File: config.mk
export PLATFORM = sky130hd
export DESIGN_NAME = osc_mode_select
export DESIGN_NICKNAME = d
export VERILOG_FILES = /design/src/osc_select_pkg.sv /design/src/tick_divider.sv /design/src/osc_mode_select.sv
export VERILOG_INCLUDE_DIRS = /design/src
export SDC_FILE = /design/constraint.sdc
export NUM_CORES = 1
export LEC_CHECK = 0
export ABC_AREA = 1
export BUFFER_PORTS_ARGS = -buffer_cell sky130_fd_sc_hd__buf_2
export CORE_MARGIN = 5
export CORE_UTILIZATION = 55
export CTS_CLUSTER_DIAMETER = 80
export DETAILED_ROUTE_END_ITERATION = 7
export GPL_TIMING_DRIVEN = 0
export HOLD_SLACK_MARGIN = 0.02
export MAX_ROUTING_LAYER = met4
export PLACE_DENSITY_LB_ADDON = 0.05
export SYNTH_ARGS = -nofsm -noshare
export SYNTH_HDL_FRONTEND = slang
export SYNTH_SLANG_ARGS = --single-unit
File: constraint.sdc
create_clock -name clock -period 7.1 [get_ports clock]
set_clock_uncertainty 0.1 [all_clocks]
set_input_delay 1.065 -clock clock [delete_from_list [all_inputs] [get_ports clock]]
set_output_delay 1.065 -clock clock [all_outputs]
set_load 0.05 [all_outputs]
File: src/osc_select_params.svh
// Encodings, field codes and widths for the oscillator mode select block
`ifndef OSC_SELECT_PARAMS_SVH
`define OSC_SELECT_PARAMS_SVH

`define OSC_CFG_W            4
`define OSC_FREQ_W           3
`define OSC_CODE_FAST_X4     4'h6
`define OSC_CODE_INT_PIN_IO  4'h8
`define OSC_CODE_INT_CLKOUT  4'h9
`define OSC_CODE_LP_DEF      4'h0
`define OSC_CODE_XT_DEF      4'h1
`define OSC_CODE_HS_DEF      4'h2
`define OSC_CODE_RC_DEF      4'h3
`define OSC_CODE_EC_DEF      4'h4
`define OSC_CODE_EXT_CLOCK_PIN_IO_MODE_DEF    4'h5
`define OSC_CODE_RESISTOR_CAP_MODE_PIN_IO_DEF    4'h7
`define OSC_FREQ_31K         3'h0
`define OSC_FREQ_4M          3'h6
`define OSC_FREQ_8M          3'h7
`define OSC_FREQ_TOP         4'h7
`define OSC_DIV_256_LOG2     4'h8
`define OSC_DIV_CNT_W        8
`define OSC_SYNC_STAGES      3

`endif

File: src/osc_select_pkg.sv
// Types shared by the oscillator mode select block
package osc_select_pkg;

  typedef enum logic [3:0] {
    low_power_crystal_mode   = 4'h0,
    standard_crystal_mode    = 4'h1,
    high_speed_crystal_mode  = 4'h2,
    fast_crystal_x4_mode     = 4'h3,
    resistor_cap_mode_clkout = 4'h4,
    resistor_cap_mode_pin_io = 4'h5,
    internal_osc_clkout_mode = 4'h6,
    internal_osc_pin_io_mode = 4'h7,
    ext_clock_clkout_mode    = 4'h8,
    ext_clock_pin_io_mode    = 4'h9
  } osc_mode_t;

  typedef enum logic [1:0] {
    src_none   = 2'h0,
    src_pin    = 2'h1,
    src_slow   = 2'h2,
    src_fast   = 2'h3
  } clk_src_t;

  typedef struct packed {
    logic out;
    logic oe;
  } pin_drive_t;

  typedef struct packed {
    logic pwrt;
    logic fscm;
    logic wdt;
    logic two_speed;
  } slow_users_t;

endpackage

File: src/tick_divider.sv
// Power-of-two tick postscaler that only retimes at a period boundary
`timescale 1ns/1ps
`include "osc_select_params.svh"

module tick_divider #(
  parameter int CNT_W = `OSC_DIV_CNT_W
) (
  input  wire logic       clock,
  input  wire logic       rst_n,
  input  wire logic       tick_in,
  input  wire logic [3:0] ratio_log2,
  output logic            tick_out
);

  if (CNT_W < 8 || CNT_W > 15) begin : g_bad_width
    $error("tick_divider: CNT_W must lie in 8..15");
  end

  typedef struct packed {
    logic [CNT_W-1:0] cnt;
    logic [3:0]       shift;
    logic             out;
  } div_state_t;

  div_state_t s_q;
  div_state_t s_d;
  logic [CNT_W:0] limit;

  always_comb begin
    s_d   = s_q;
    limit = ({{CNT_W{1'b0}}, 1'b1} << s_q.shift) - {{CNT_W{1'b0}}, 1'b1};
    s_d.out = 1'b0;
    if (tick_in) begin
      // New ratio only at wrap, so no pulse is ever cut short
      if ({1'b0, s_q.cnt} >= limit) begin // [RL24]
        s_d.cnt   = '0;
        s_d.out   = 1'b1;
        s_d.shift = ratio_log2;
      end else begin
        s_d.cnt = s_q.cnt + {{(CNT_W-1){1'b0}}, 1'b1};
      end
    end
  end

  always_ff @(posedge clock or negedge rst_n) begin
    if (!rst_n) begin
      s_q <= '0;
    end else begin
      s_q <= s_d;
    end
  end

  assign tick_out = s_q.out;
endmodule // tick_divider

File: src/osc_mode_select.sv
// Oscillator mode decode, pin ownership, internal clock select and multiplier gating
`timescale 1ns/1ps
`include "osc_select_params.svh"

// Overview of operation
// [RL1] Ten oscillator modes from four-bit configuration field
// [RL2] Internal modes: pin six clock-out or I/O
// [RL3] Crystal modes dedicate both oscillator pins
// [RL4] External clock: input pin, no start-up delay
// [RL5] External clock-out mode drives clock over four
// [RL6] External pin-I/O mode frees output as bit six
// [RL7] RC clock-out mode drives clock over four
// [RL8] RC pin-I/O mode frees output as bit six
// [RL9] Fast crystal times four, up to forty megahertz
// [RL10] Software multiplier bit unavailable in crystal-x4 mode
// [RL11] Crystal multiplier only with the x4 encoding
// [RL12] Internal modes: software enables multiplier, 32 MHz
// [RL13] Two internal sources, either selectable as clock
// [RL14] Fast source direct or through postscaler
// [RL15] Fast source on for 125 kHz to 8 MHz
// [RL16] Slow source on when selected as clock
// [RL17] Slow source on for timer, monitor, watchdog, start-up
// [RL18] Frequency field picks fast, slow or postscaled
// [RL19] Internal multiplier only in the two internal modes
// [RL20] Internal multiplier only at 4 or 8 MHz
// [RL21] Multiplier bit forced and read as zero elsewhere
// [RL22] 31 kHz option: origin bit picks source
// [RL23] Other mode encodings come from a parameter table
// [RL24] Mode fixed at reset; switching without runt pulses
module osc_mode_select #(
  parameter logic [3:0] CODE_LP   = `OSC_CODE_LP_DEF,
  parameter logic [3:0] CODE_XT   = `OSC_CODE_XT_DEF,
  parameter logic [3:0] CODE_HS   = `OSC_CODE_HS_DEF,
  parameter logic [3:0] CODE_RC   = `OSC_CODE_RC_DEF,
  parameter logic [3:0] CODE_RESISTOR_CAP_MODE_PIN_IO = `OSC_CODE_RESISTOR_CAP_MODE_PIN_IO_DEF,
  parameter logic [3:0] CODE_EC   = `OSC_CODE_EC_DEF,
  parameter logic [3:0] CODE_EXT_CLOCK_PIN_IO_MODE = `OSC_CODE_EXT_CLOCK_PIN_IO_MODE_DEF
) (
  input  wire logic                       clock,
  input  wire logic                       rst_n,
  input  wire logic [`OSC_CFG_W-1:0]      osc_mode_cfg_field,
  input  wire logic [`OSC_FREQ_W-1:0]     internal_freq_field,
  input  wire logic                       low_freq_origin_bit,
  input  wire logic                       multiplier_enable_bit,
  input  wire osc_select_pkg::slow_users_t slow_users,
  input  wire logic                       fast_osc_tick,
  input  wire logic                       slow_osc_tick,
  input  wire logic                       osc_in_pin_i,
  input  wire logic                       osc_out_pin_i,
  input  wire osc_select_pkg::pin_drive_t port_a_bit_six_drive,
  input  wire osc_select_pkg::pin_drive_t port_a_bit_seven_drive,
  output osc_select_pkg::osc_mode_t       osc_mode,
  output osc_select_pkg::clk_src_t        clk_source,
  output logic                            dev_clk_tick,
  output logic                            multiplier_active,
  output logic                            multiplier_enable_rd,
  output logic                            fast_osc_enable,
  output logic                            slow_osc_enable,
  output logic                            startup_delay_needed,
  output logic                            osc_out_pin_o,
  output logic                            osc_out_pin_oe,
  output logic                            osc_in_pin_o,
  output logic                            osc_in_pin_oe,
  output logic                            port_a_bit_six_gpio,
  output logic                            port_a_bit_seven_gpio,
  output logic                            port_a_bit_six_in,
  output logic                            port_a_bit_seven_in
);

  if (CODE_LP == `OSC_CODE_FAST_X4 || CODE_XT == `OSC_CODE_FAST_X4 || CODE_HS == `OSC_CODE_FAST_X4 ||
      CODE_RC == `OSC_CODE_INT_PIN_IO || CODE_EC == `OSC_CODE_INT_CLKOUT) begin : g_bad_codes
    $error("osc_mode_select: mode code clashes with a fixed encoding");
  end

  typedef struct packed {
    logic                      loaded;
    osc_select_pkg::osc_mode_t mode;
    logic [2:0]                sync_in;
    logic [2:0]                sync_out;
    logic                      lvl_in;
    logic                      lvl_out;
    logic [`OSC_FREQ_W-1:0]    freq;
    logic                      origin;
    osc_select_pkg::clk_src_t  src;
    logic                      tick;
    logic                      clk_div;
    logic                      clkout;
    logic                      mult;
    logic                      mult_rd;
    logic                      fast_en;
    logic                      slow_en;
    logic                      startup;
    logic                      out_o;
    logic                      out_oe;
    logic                      in_o;
    logic                      in_oe;
    logic                      ra6_gpio;
    logic                      ra7_gpio;
  } sel_state_t;

  sel_state_t s_q;
  sel_state_t s_d;
  logic       post_tick;
  logic [3:0] post_log2;
  logic       pin_tick;
  logic       want_fast;
  logic       is_int;
  logic       is_xtal;
  logic       is_ext;
  logic       is_clkout;
  logic       is_ra6_io;
  logic       src_tick;
  osc_select_pkg::clk_src_t want_src;

  function automatic osc_select_pkg::osc_mode_t decode_mode(input logic [3:0] code);
    osc_select_pkg::osc_mode_t m;
    m = osc_select_pkg::low_power_crystal_mode;
    if (code == `OSC_CODE_FAST_X4)      m = osc_select_pkg::fast_crystal_x4_mode; // [RL11]
    else if (code == `OSC_CODE_INT_CLKOUT) m = osc_select_pkg::internal_osc_clkout_mode;
    else if (code == `OSC_CODE_INT_PIN_IO) m = osc_select_pkg::internal_osc_pin_io_mode;
    else if (code == CODE_XT)            m = osc_select_pkg::standard_crystal_mode; // [RL23]
    else if (code == CODE_HS)            m = osc_select_pkg::high_speed_crystal_mode;
    else if (code == CODE_RC)            m = osc_select_pkg::resistor_cap_mode_clkout;
    else if (code == CODE_RESISTOR_CAP_MODE_PIN_IO)          m = osc_select_pkg::resistor_cap_mode_pin_io;
    else if (code == CODE_EC)            m = osc_select_pkg::ext_clock_clkout_mode;
    else if (code == CODE_EXT_CLOCK_PIN_IO_MODE)          m = osc_select_pkg::ext_clock_pin_io_mode;
    return m;
  endfunction

  // Postscaled fast source: 8 MHz over two to the power of the distance from the top code, over 256 at code 0
  assign post_log2 = (s_q.freq == `OSC_FREQ_31K) ? `OSC_DIV_256_LOG2
                                                  : (`OSC_FREQ_TOP - {1'b0, s_q.freq}); // [RL14] [RL22]

  // No ratio is taken before the frequency field is first registered
  tick_divider #(
    .CNT_W      (`OSC_DIV_CNT_W)
  ) u_postscaler (
    .clock      (clock),
    .rst_n      (rst_n),
    .tick_in    (fast_osc_tick && s_q.loaded),
    .ratio_log2 (post_log2),
    .tick_out   (post_tick)
  );

  always_comb begin
    s_d       = s_q;
    is_int    = 1'b0;
    is_xtal   = 1'b0;
    is_ext    = 1'b0;
    is_clkout = 1'b0;
    is_ra6_io = 1'b0;
    case (s_q.mode) // [RL1]
      osc_select_pkg::low_power_crystal_mode,
      osc_select_pkg::standard_crystal_mode,
      osc_select_pkg::high_speed_crystal_mode,
      osc_select_pkg::fast_crystal_x4_mode:     is_xtal = 1'b1;
      osc_select_pkg::resistor_cap_mode_clkout: is_clkout = 1'b1;
      osc_select_pkg::resistor_cap_mode_pin_io: is_ra6_io = 1'b1;
      osc_select_pkg::internal_osc_clkout_mode: begin
        is_int    = 1'b1;
        is_clkout = 1'b1;
      end
      osc_select_pkg::internal_osc_pin_io_mode: begin
        is_int    = 1'b1;
        is_ra6_io = 1'b1;
      end
      osc_select_pkg::ext_clock_clkout_mode: begin
        is_ext    = 1'b1;
        is_clkout = 1'b1;
      end
      osc_select_pkg::ext_clock_pin_io_mode: begin
        is_ext    = 1'b1;
        is_ra6_io = 1'b1;
      end
      default: is_xtal = 1'b1;
    endcase

    // Mode is sampled once after reset release; straps never follow the pin later
    if (!s_q.loaded) begin
      s_d.loaded = 1'b1;
      s_d.mode   = decode_mode(osc_mode_cfg_field); // [RL24]
    end

    // Pin filters: a level change counts once stages two and three agree
    s_d.sync_in  = {s_q.sync_in[1:0], osc_in_pin_i};
    s_d.sync_out = {s_q.sync_out[1:0], osc_out_pin_i};
    if (s_q.sync_in[1] == s_q.sync_in[2]) begin
      s_d.lvl_in = s_q.sync_in[2];
    end
    if (s_q.sync_out[1] == s_q.sync_out[2]) begin
      s_d.lvl_out = s_q.sync_out[2];
    end
    pin_tick = s_d.lvl_in && !s_q.lvl_in;

    s_d.freq   = internal_freq_field;
    s_d.origin = low_freq_origin_bit;

    // Source wanted now; fast covers direct 8 MHz, postscaled and divide-by-256
    want_fast = (s_q.freq != `OSC_FREQ_31K) || s_q.origin; // [RL18] [RL22]
    if (!s_q.loaded) begin
      want_src = osc_select_pkg::src_none;
    end else if (!is_int) begin
      want_src = osc_select_pkg::src_pin; // [RL4]
    end else if (want_fast) begin
      want_src = osc_select_pkg::src_fast; // [RL13]
    end else begin
      want_src = osc_select_pkg::src_slow; // [RL13]
    end

    case (s_q.src)
      osc_select_pkg::src_pin:  src_tick = pin_tick;
      osc_select_pkg::src_slow: src_tick = slow_osc_tick;
      osc_select_pkg::src_fast: src_tick = post_tick;
      default:                  src_tick = 1'b0;
    endcase
    s_d.tick = src_tick;
    // Switch sources only on a tick of the old one so no half period escapes
    if (s_q.src == osc_select_pkg::src_none || src_tick) begin
      s_d.src = want_src; // [RL24]
    end

    // Clock over four: toggle the output pin every second device tick
    if (s_q.tick) begin
      s_d.clk_div = !s_q.clk_div;
      if (s_q.clk_div) begin
        s_d.clkout = !s_q.clkout; // [RL5] [RL7]
      end
    end

    // Internal multiplier needs an internal mode and 4 or 8 MHz selected
    s_d.mult_rd = is_int && multiplier_enable_bit; // [RL19] [RL21] [RL10]
    s_d.mult    = (s_q.mode == osc_select_pkg::fast_crystal_x4_mode) || // [RL9] [RL11]
                  (s_d.mult_rd && (s_q.freq == `OSC_FREQ_8M || s_q.freq == `OSC_FREQ_4M)); // [RL12] [RL20]

    // The running source stays powered until a switch away from it has landed
    s_d.fast_en = (is_int && want_fast) || (s_q.src == osc_select_pkg::src_fast); // [RL15]
    s_d.slow_en = (is_int && !want_fast) || (s_q.src == osc_select_pkg::src_slow) || // [RL16]
                  slow_users.pwrt || slow_users.fscm || slow_users.wdt || slow_users.two_speed; // [RL17]
    s_d.startup = is_xtal; // [RL4]

    // Pin ownership per mode
    s_d.ra6_gpio = is_ra6_io; // [RL6] [RL8] [RL2]
    s_d.ra7_gpio = is_int; // [RL2]
    if (is_xtal) begin
      s_d.out_o  = 1'b0; // [RL3]
      s_d.out_oe = 1'b0;
    end else if (is_clkout) begin
      s_d.out_o  = s_q.clkout; // [RL5] [RL7] [RL2]
      s_d.out_oe = 1'b1;
    end else begin
      s_d.out_o  = port_a_bit_six_drive.out; // [RL6] [RL8]
      s_d.out_oe = port_a_bit_six_drive.oe;
    end
    if (is_int) begin
      s_d.in_o  = port_a_bit_seven_drive.out; // [RL2]
      s_d.in_oe = port_a_bit_seven_drive.oe;
    end else begin
      s_d.in_o  = 1'b0; // [RL3] [RL4]
      s_d.in_oe = 1'b0;
    end
  end

  always_ff @(posedge clock or negedge rst_n) begin
    if (!rst_n) begin
      s_q <= '0;
    end else begin
      s_q <= s_d;
    end
  end

  assign osc_mode              = s_q.mode;
  assign clk_source            = s_q.src;
  assign dev_clk_tick          = s_q.tick;
  assign multiplier_active     = s_q.mult;
  assign multiplier_enable_rd  = s_q.mult_rd;
  assign fast_osc_enable       = s_q.fast_en;
  assign slow_osc_enable       = s_q.slow_en;
  assign startup_delay_needed  = s_q.startup;
  assign osc_out_pin_o         = s_q.out_o;
  assign osc_out_pin_oe        = s_q.out_oe;
  assign osc_in_pin_o          = s_q.in_o;
  assign osc_in_pin_oe         = s_q.in_oe;
  assign port_a_bit_six_gpio   = s_q.ra6_gpio;
  assign port_a_bit_seven_gpio = s_q.ra7_gpio;
  assign port_a_bit_six_in     = s_q.lvl_out;
  assign port_a_bit_seven_in   = s_q.lvl_in;
endmodule // osc_mode_select

Yosys cells after proc, flatten, opt, wreduce, memory -nomap -nowiden
Index checks and enable logic that the tools add are counted.
{"block": "totals", "ff_bits": 46, "inputBits": 23, "elab_cells": 108}
{"block": "op_classes", "addsub": 3, "order_cmp": 1, "eq_ne": 23, "shift": 1, "n_mux": 25, "n_reduce_logical": 29}
{"cell": "2-to-1 mux 4 bit", "n": 10}
{"cell": "== test 4 x 3 -> 1 bit (second input constant)", "n": 8}
{"cell": "== test 4 bit (second input constant)", "n": 4}
{"cell": "== test 4 x 2 -> 1 bit (second input constant)", "n": 3}
{"cell": "logical OR 1 bit", "n": 10}
{"cell": "2-to-1 mux 2 bit", "n": 5}
{"cell": "greater-or-equal comparator 8 x 9 -> 1 bit", "n": 1}
{"cell": "left shift 1 x 4 -> 9 bit (first input constant)", "n": 1}
{"cell": "subtractor 9 x 1 -> 9 bit (second input constant)", "n": 1}
{"cell": "adder 8 x 1 -> 8 bit (second input constant)", "n": 1}
{"cell": "2-to-1 mux 1 bit", "n": 8}
{"cell": "2-to-1 mux 8 bit", "n": 1}
{"cell": "== test 3 bit (second input constant)", "n": 2}
{"cell": "logical AND 1 bit", "n": 6}
{"cell": "OR reduction 3 bit", "n": 2}
{"cell": "OR reduction 6 bit", "n": 1}
{"cell": "== test 2 bit (second input constant)", "n": 2}
{"cell": "== test 4 x 1 -> 1 bit (second input constant)", "n": 1}
{"cell": "logical NOT 1 bit", "n": 4}
{"cell": "AND reduction 2 bit", "n": 2}
{"cell": "subtractor 3 x 3 -> 4 bit (first input constant)", "n": 1}
{"cell": "logical NOT 3 bit", "n": 1}
{"cell": "one-hot mux 1 bit (3 select lines)", "n": 1}
{"cell": "nonzero test 3 bit", "n": 1}
{"cell": "other kinds (4)", "n": 5}

Longest topological paths before layout
{"block": "depth", "word_depth": 10, "depth_mapped": 17, "ltp_nobuf": 17}

By module
From an unflattened synthesis, not the netlist that was laid out.
{"block": "unflattened", "cells_unflattened": 240, "area_unflattened_um2": 2214.6}
{"module": "osc_mode_select", "n_inst": 1, "cells_per_inst": 120, "area_each_um2": 1243.7, "seq_area_each_um2": 825.8}
{"module": "tick_divider", "n_inst": 1, "cells_per_inst": 120, "area_each_um2": 970.9, "seq_area_each_um2": 325.3}

Worst setup path before layout
OpenSTA, ideal clock, no wires.
{"block": "synth_path", "kind": "register to register", "startpoint": "register u_postscaler.s_q[3] (netlist bit)", "endpoint": "register u_postscaler.s_q[10] (netlist bit)", "arrival_ns": 2.281, "required_time_ns": 6.880, "slack_ns": 4.598, "path_stages_with_launch": 15, "n_path_buf": 0, "path_cell_list": "dfrtp_1 nor2_4 nand3_1 ha_1 nand2_2 xnor2_1 o21ai_0 ha_1 nand2_1 nor3b_1 a21oi_4 nand2_4 nand2_4 inv_6 nor2_2"}
{"block": "synth_via", "elab_chain_len": 4}
{"item": "start, declared", "line": "tick_divider.sv:25", "text": "div_state_t s_q;"}
{"item": "start signal, assigned", "line": "tick_divider.sv:47", "text": "s_q <= '0;"}
{"item": "start signal, assigned", "line": "tick_divider.sv:49", "text": "s_q <= s_d;"}
{"item": "left shift 1 x 4 -> 9 bit", "line": "tick_divider.sv:31", "text": "limit = ({{CNT_W{1'b0}}, 1'b1} << s_q.shift) - {{CNT_W{1'b0}}, 1'b1};"}
{"item": "subtractor 9 x 1 -> 9 bit", "line": "tick_divider.sv:31"}
{"item": "greater-or-equal comparator 8 x 9 -> 1 bit", "line": "tick_divider.sv:35", "text": "if ({1'b0, s_q.cnt} >= limit) begin"}
{"item": "2-to-1 mux 8 bit", "line": "tick_divider.sv:35"}
No other way between the ends.
A chain may end at the register's enable or synchronous reset.

Worst setup path after layout
Same ends and word-level chain as after synthesis.

==> flow_summary.json <==
{
  "finalHoldViolations": 0,
  "critical_path_arrival_ns": 2.91,
  "netlist_instances": 236,
  "r2r_cells": 14,
  "globalRoute.totalOverflow": 0,
  "drc": 0,
  "synth.yosys.seq_area_share": 0.5227,
  "worst_ir_drop_vdd_mv": 0.1805,
  "fin_ws_ns": 4.275,
  "timing.reg2reg.setup_slack_ns": 4.28,
  "cts_resized": 0,
  "via_per_inst": 4.839,
  "route.met2.wl_um": 1818,
  "global_route_wire_length_before_repair_um": 6755,
  "layout.filler_cells": 329,
  "synth_async_sr_flop_share": 1.000,
  "synth.area.top_cells": "dfrtp_1 52%, nand2_1 8.0%, ha_1 5.7%",
  "number_of_setup_violations_in_the_final_report": 0,
  "min_period_over_period": 0.3979,
  "synth-seq-cells": 46,
  "max_freq_mhz": 354.0,
  "io-pin-count": 43,
  "logic_depth_of_the_worst_path_buffers_included": 14,
  "holdCritPathClass": "flop to flop",
  "timing.critical_path.to_type": "flop",
  "avgRoutedWirePerCell_um": 11.30,
  "grt_setup_unrepaired": "false",
  "clkTransAtPathRegs_ns": 0.08,
  "core.rowCount": 23,
  "slew_violations": 0,
  "design.final.nets": 318,
  "synth_cell_type_count": 33,
  "drtPass1Iterations": 4,
  "syn_avg_cell_area_um2": 9.331,
  "reg2reg_to": "u_postscaler.s_q[10]$_DFFE_PN0P_",
  "antenna_found_initial": 0,
  "fin_worst_hold_slack_ns": 0.2586,
  "share_of_post_route_cells_with_drive_strength_above_1": 0.2692,
  "floorplan.die_area_um2": 5369,
  "dieWidth_um": 73.28,
  "place.detailed.hpwl_um": 2972,
  "cts_hold_buf": 0,
  "clock_tree_from_tritoncts": "built",
  "route.top_layer_used": "met4",
  "setup-tns-final_ns": 0,
  "detail_route.wirelength.met1_um": 1711,
  "worstSkewPairLatency_ns": 0.29,
  "number_of_buffers_on_the_longest_clock_path": 2,
  "worstPathBufferInverterCount": 1,
  "timing.hold.worst.start": "s_d[26]$_DFF_PN0_",
  "critical_path_required_time_ns": 7.19,
  "max_slew_margin": 0.3613,
  "cellPowerDensity_nw_per_um2": 372.9,
  "cts_made_buffers": 5,
  "groute.usage.overall": 0.1671,
  "critical_path.startpoint_type": "flop",
  "cp_slowest_cell": "dfrtp_1",
  "syn_to_final_growth_pct": 17.39,
  "dominantRegCellSynth": "dfrtp_1",
  "max_stage_delay_ns": 0.46,
  "routed-via-count": 1626,
  "gp_congestion": 0.8507,
  "portBuffers": 42,
  "synth_top_area_share": 0.5227,
  "holdPathStages": 0,
  "floorplan.die.height_um": 73.28,
  "syn_nets": 269,
  "worstMarginPinSlew_ns": 0.9581,
  "wl_um": 3797,
  "number_of_nets_still_failing_antenna_checks_after_routing": 0,
  "finalWorstPathRequiredPeriod_ns": 2.825,
  "preCtsSetupSlack_ns": 4.321,
  "yosys_warnings": 0,
  "run_status": "finished clean",
  "netlist_area_um2": 2202,
  "antenna-diode-count": 0,
  "worstHoldEndpoint": "s_d[27]$_DFF_PN0_",
  "timing.setup.critical_path_class": "flop to flop",
  "worst_flop_to_flop_path_startpoint": "u_postscaler.s_q[3]$_DFFE_PN0P_",
  "synth_enable_flop_cells": 0,
  "coreArea_um2": 3943,
  "postCtsSetupBuffers": 0,
  "initial_core_util": 0.5586,
  "report.power.total_w": 0.0009639,
  "cts_sinks": 46,
  "number_of_global_route_vias_before_repair": 1623,
  "clock_tree.htree_level_count": 2,
  "met3WireLength_um": 226,
  "finish.utilization": 0.6557,
  "power.leakage_nw": 1.353,
  "cp_cell_sequence": "nor2_4 > nand3_1 > ha_1 > nand2_2 > xnor2_1 > o21ai_0 > ha_1 > nand2_1 > nor3b_1 > a21oi_4 > nand2_4 > nand2_4 > inv_6 > nor2_2",
  "timing.critical_path.fanout_max": 7,
  "grt_max_degree": 47,
  "synthDominantAreaCellType": "dfrtp_1",
  "maxCapViolations": 0,
  "first_iter_violations": 77,
  "critical-path-top-delay-family": "simple AND/OR/NAND/NOR gates",
  "clock_tree.root_cell": "clkbuf_8"
}
synth_stat cells, drive strengths merged, types with 2 or more instances:
cell type,n
a21boi,2
nor2,31
nor3,4
o21ai,11
xor2,5
o41ai,2
maj3,2
xnor2,3
nand4,2
nand3,12
ha,10
inv,27
buf,7
nand2,56
a21oi,8
dfrtp,46
area by class of cell:
class                      instances  area [um2]  area share
sequential                        46        1151      0.4453
clock inverter                     2       37.54     0.01452
timing repair buffer              42       210.2     0.08132
clock buffer                       6       72.57     0.02807
buffer                             7       52.55     0.02033
multi-input combinational        155       888.4      0.3437
inverter                          28       110.1     0.04259
tap                               50       62.56     0.02420
layer usage:
| metal | track usage | up-vias |
|---|---|---|
| li1 | - | 845 |
| met5 | - | - |
| met1 | 0.1902 | 745 |
| met3 | 0.04651 | 7 |
| met2 | 0.2890 | 29 |
| met4 | 0.04303 | 0 |
state kept, by name, summed over array words and instances (netlist names), 2 cells and up:
name and flops:
clk_source 2, osc_mode 4, s_d 4, s_q 9, u_postscaler.s_q 12
worst max path at each step:
stage | startpoint | endpoint | slack, ns
2_1_floorplan | u_postscaler.s_q[3]$_DFFE_PN0P_ | u_postscaler.s_q[10]$_DFFE_PN0P_ | 4.60
3_3_place_gp | u_postscaler.s_q[3]$_DFFE_PN0P_ | u_postscaler.s_q[11]$_DFFE_PN0P_ | 4.30
3_5_place_dp | u_postscaler.s_q[3]$_DFFE_PN0P_ | u_postscaler.s_q[10]$_DFFE_PN0P_ | 4.32
4_1_cts | u_postscaler.s_q[3]$_DFFE_PN0P_ | u_postscaler.s_q[10]$_DFFE_PN0P_ | 4.29
5_1_grt | u_postscaler.s_q[3]$_DFFE_PN0P_ | u_postscaler.s_q[1]$_DFFE_PN0P_ | 4.06
6_report | u_postscaler.s_q[3]$_DFFE_PN0P_ | u_postscaler.s_q[10]$_DFFE_PN0P_ | 4.28
placed cells by master, fill, tap and decap left out:
| cell type | synthesis | final |
|---|---|---|
| o21ai_0 | 11 | 11 |
| a21boi_2 | 1 | 1 |
| nor2_2 | 6 | 6 |
| inv_6 | 1 | 1 |
| inv_1 | 25 | 25 |
| xnor2_1 | 3 | 3 |
| ha_1 | 10 | 10 |
| o41ai_1 | 2 | 2 |
| clkbuf_8 | 0 | 5 |
| a21o_1 | 1 | 1 |
| a21boi_1 | 1 | 1 |
| maj3_1 | 2 | 2 |
| nor3_1 | 3 | 3 |
| conb_1 | 1 | 1 |
| nor2_1 | 24 | 24 |
| clkinv_1 | 1 | 1 |
| nand2_1 | 47 | 47 |
| nor2_4 | 1 | 1 |
| nor3_2 | 1 | 1 |
| a21oi_1 | 7 | 7 |
| bufinv_16 | 0 | 1 |
| nand3_1 | 12 | 12 |
| xor2_1 | 5 | 5 |
| nand2_4 | 3 | 3 |
| buf_2 | 0 | 42 |
| clkinvlp_4 | 0 | 1 |
| o311ai_0 | 1 | 1 |
| nand4_1 | 2 | 2 |
| a31oi_1 | 1 | 1 |
| dfrtp_1 | 46 | 46 |
| nand2_2 | 6 | 6 |
| buf_4 | 7 | 7 |
| inv_2 | 1 | 1 |
| nor3b_1 | 1 | 1 |
| o22ai_1 | 1 | 1 |
| nor4_1 | 1 | 1 |
| clkbuf_1 | 0 | 1 |
| a21oi_4 | 1 | 1 |
where the power goes:
part,switching [W],internal (W)
sequential,0.0000447,0.000308
clock,0.0000826,0.000105
combinational,0.000263,0.000161
kinds of logic (layout without fill, tap and decap cells):
family,after synthesis,count (layout),share of synthesized area
buffers and inverters,35,85,0.07386
AOI/OAI and AO/OA,27,27,0.07785
DFF,46,46,0.5227
adders and majority gates,12,12,0.06591
other,1,1,0.001703
xor gates and xnor gates,8,8,0.03182
and+or+nand+nor,107,107,0.2261
per-stage QoR:
stage	area [um2]	std cells
global route	2585	336
finish	2585	336
floorplan	2202	236
detailed placement	2475	328
global placement	2475	328
CTS	2585	336
Note: power is estimated with default switching activity, not from simulation.
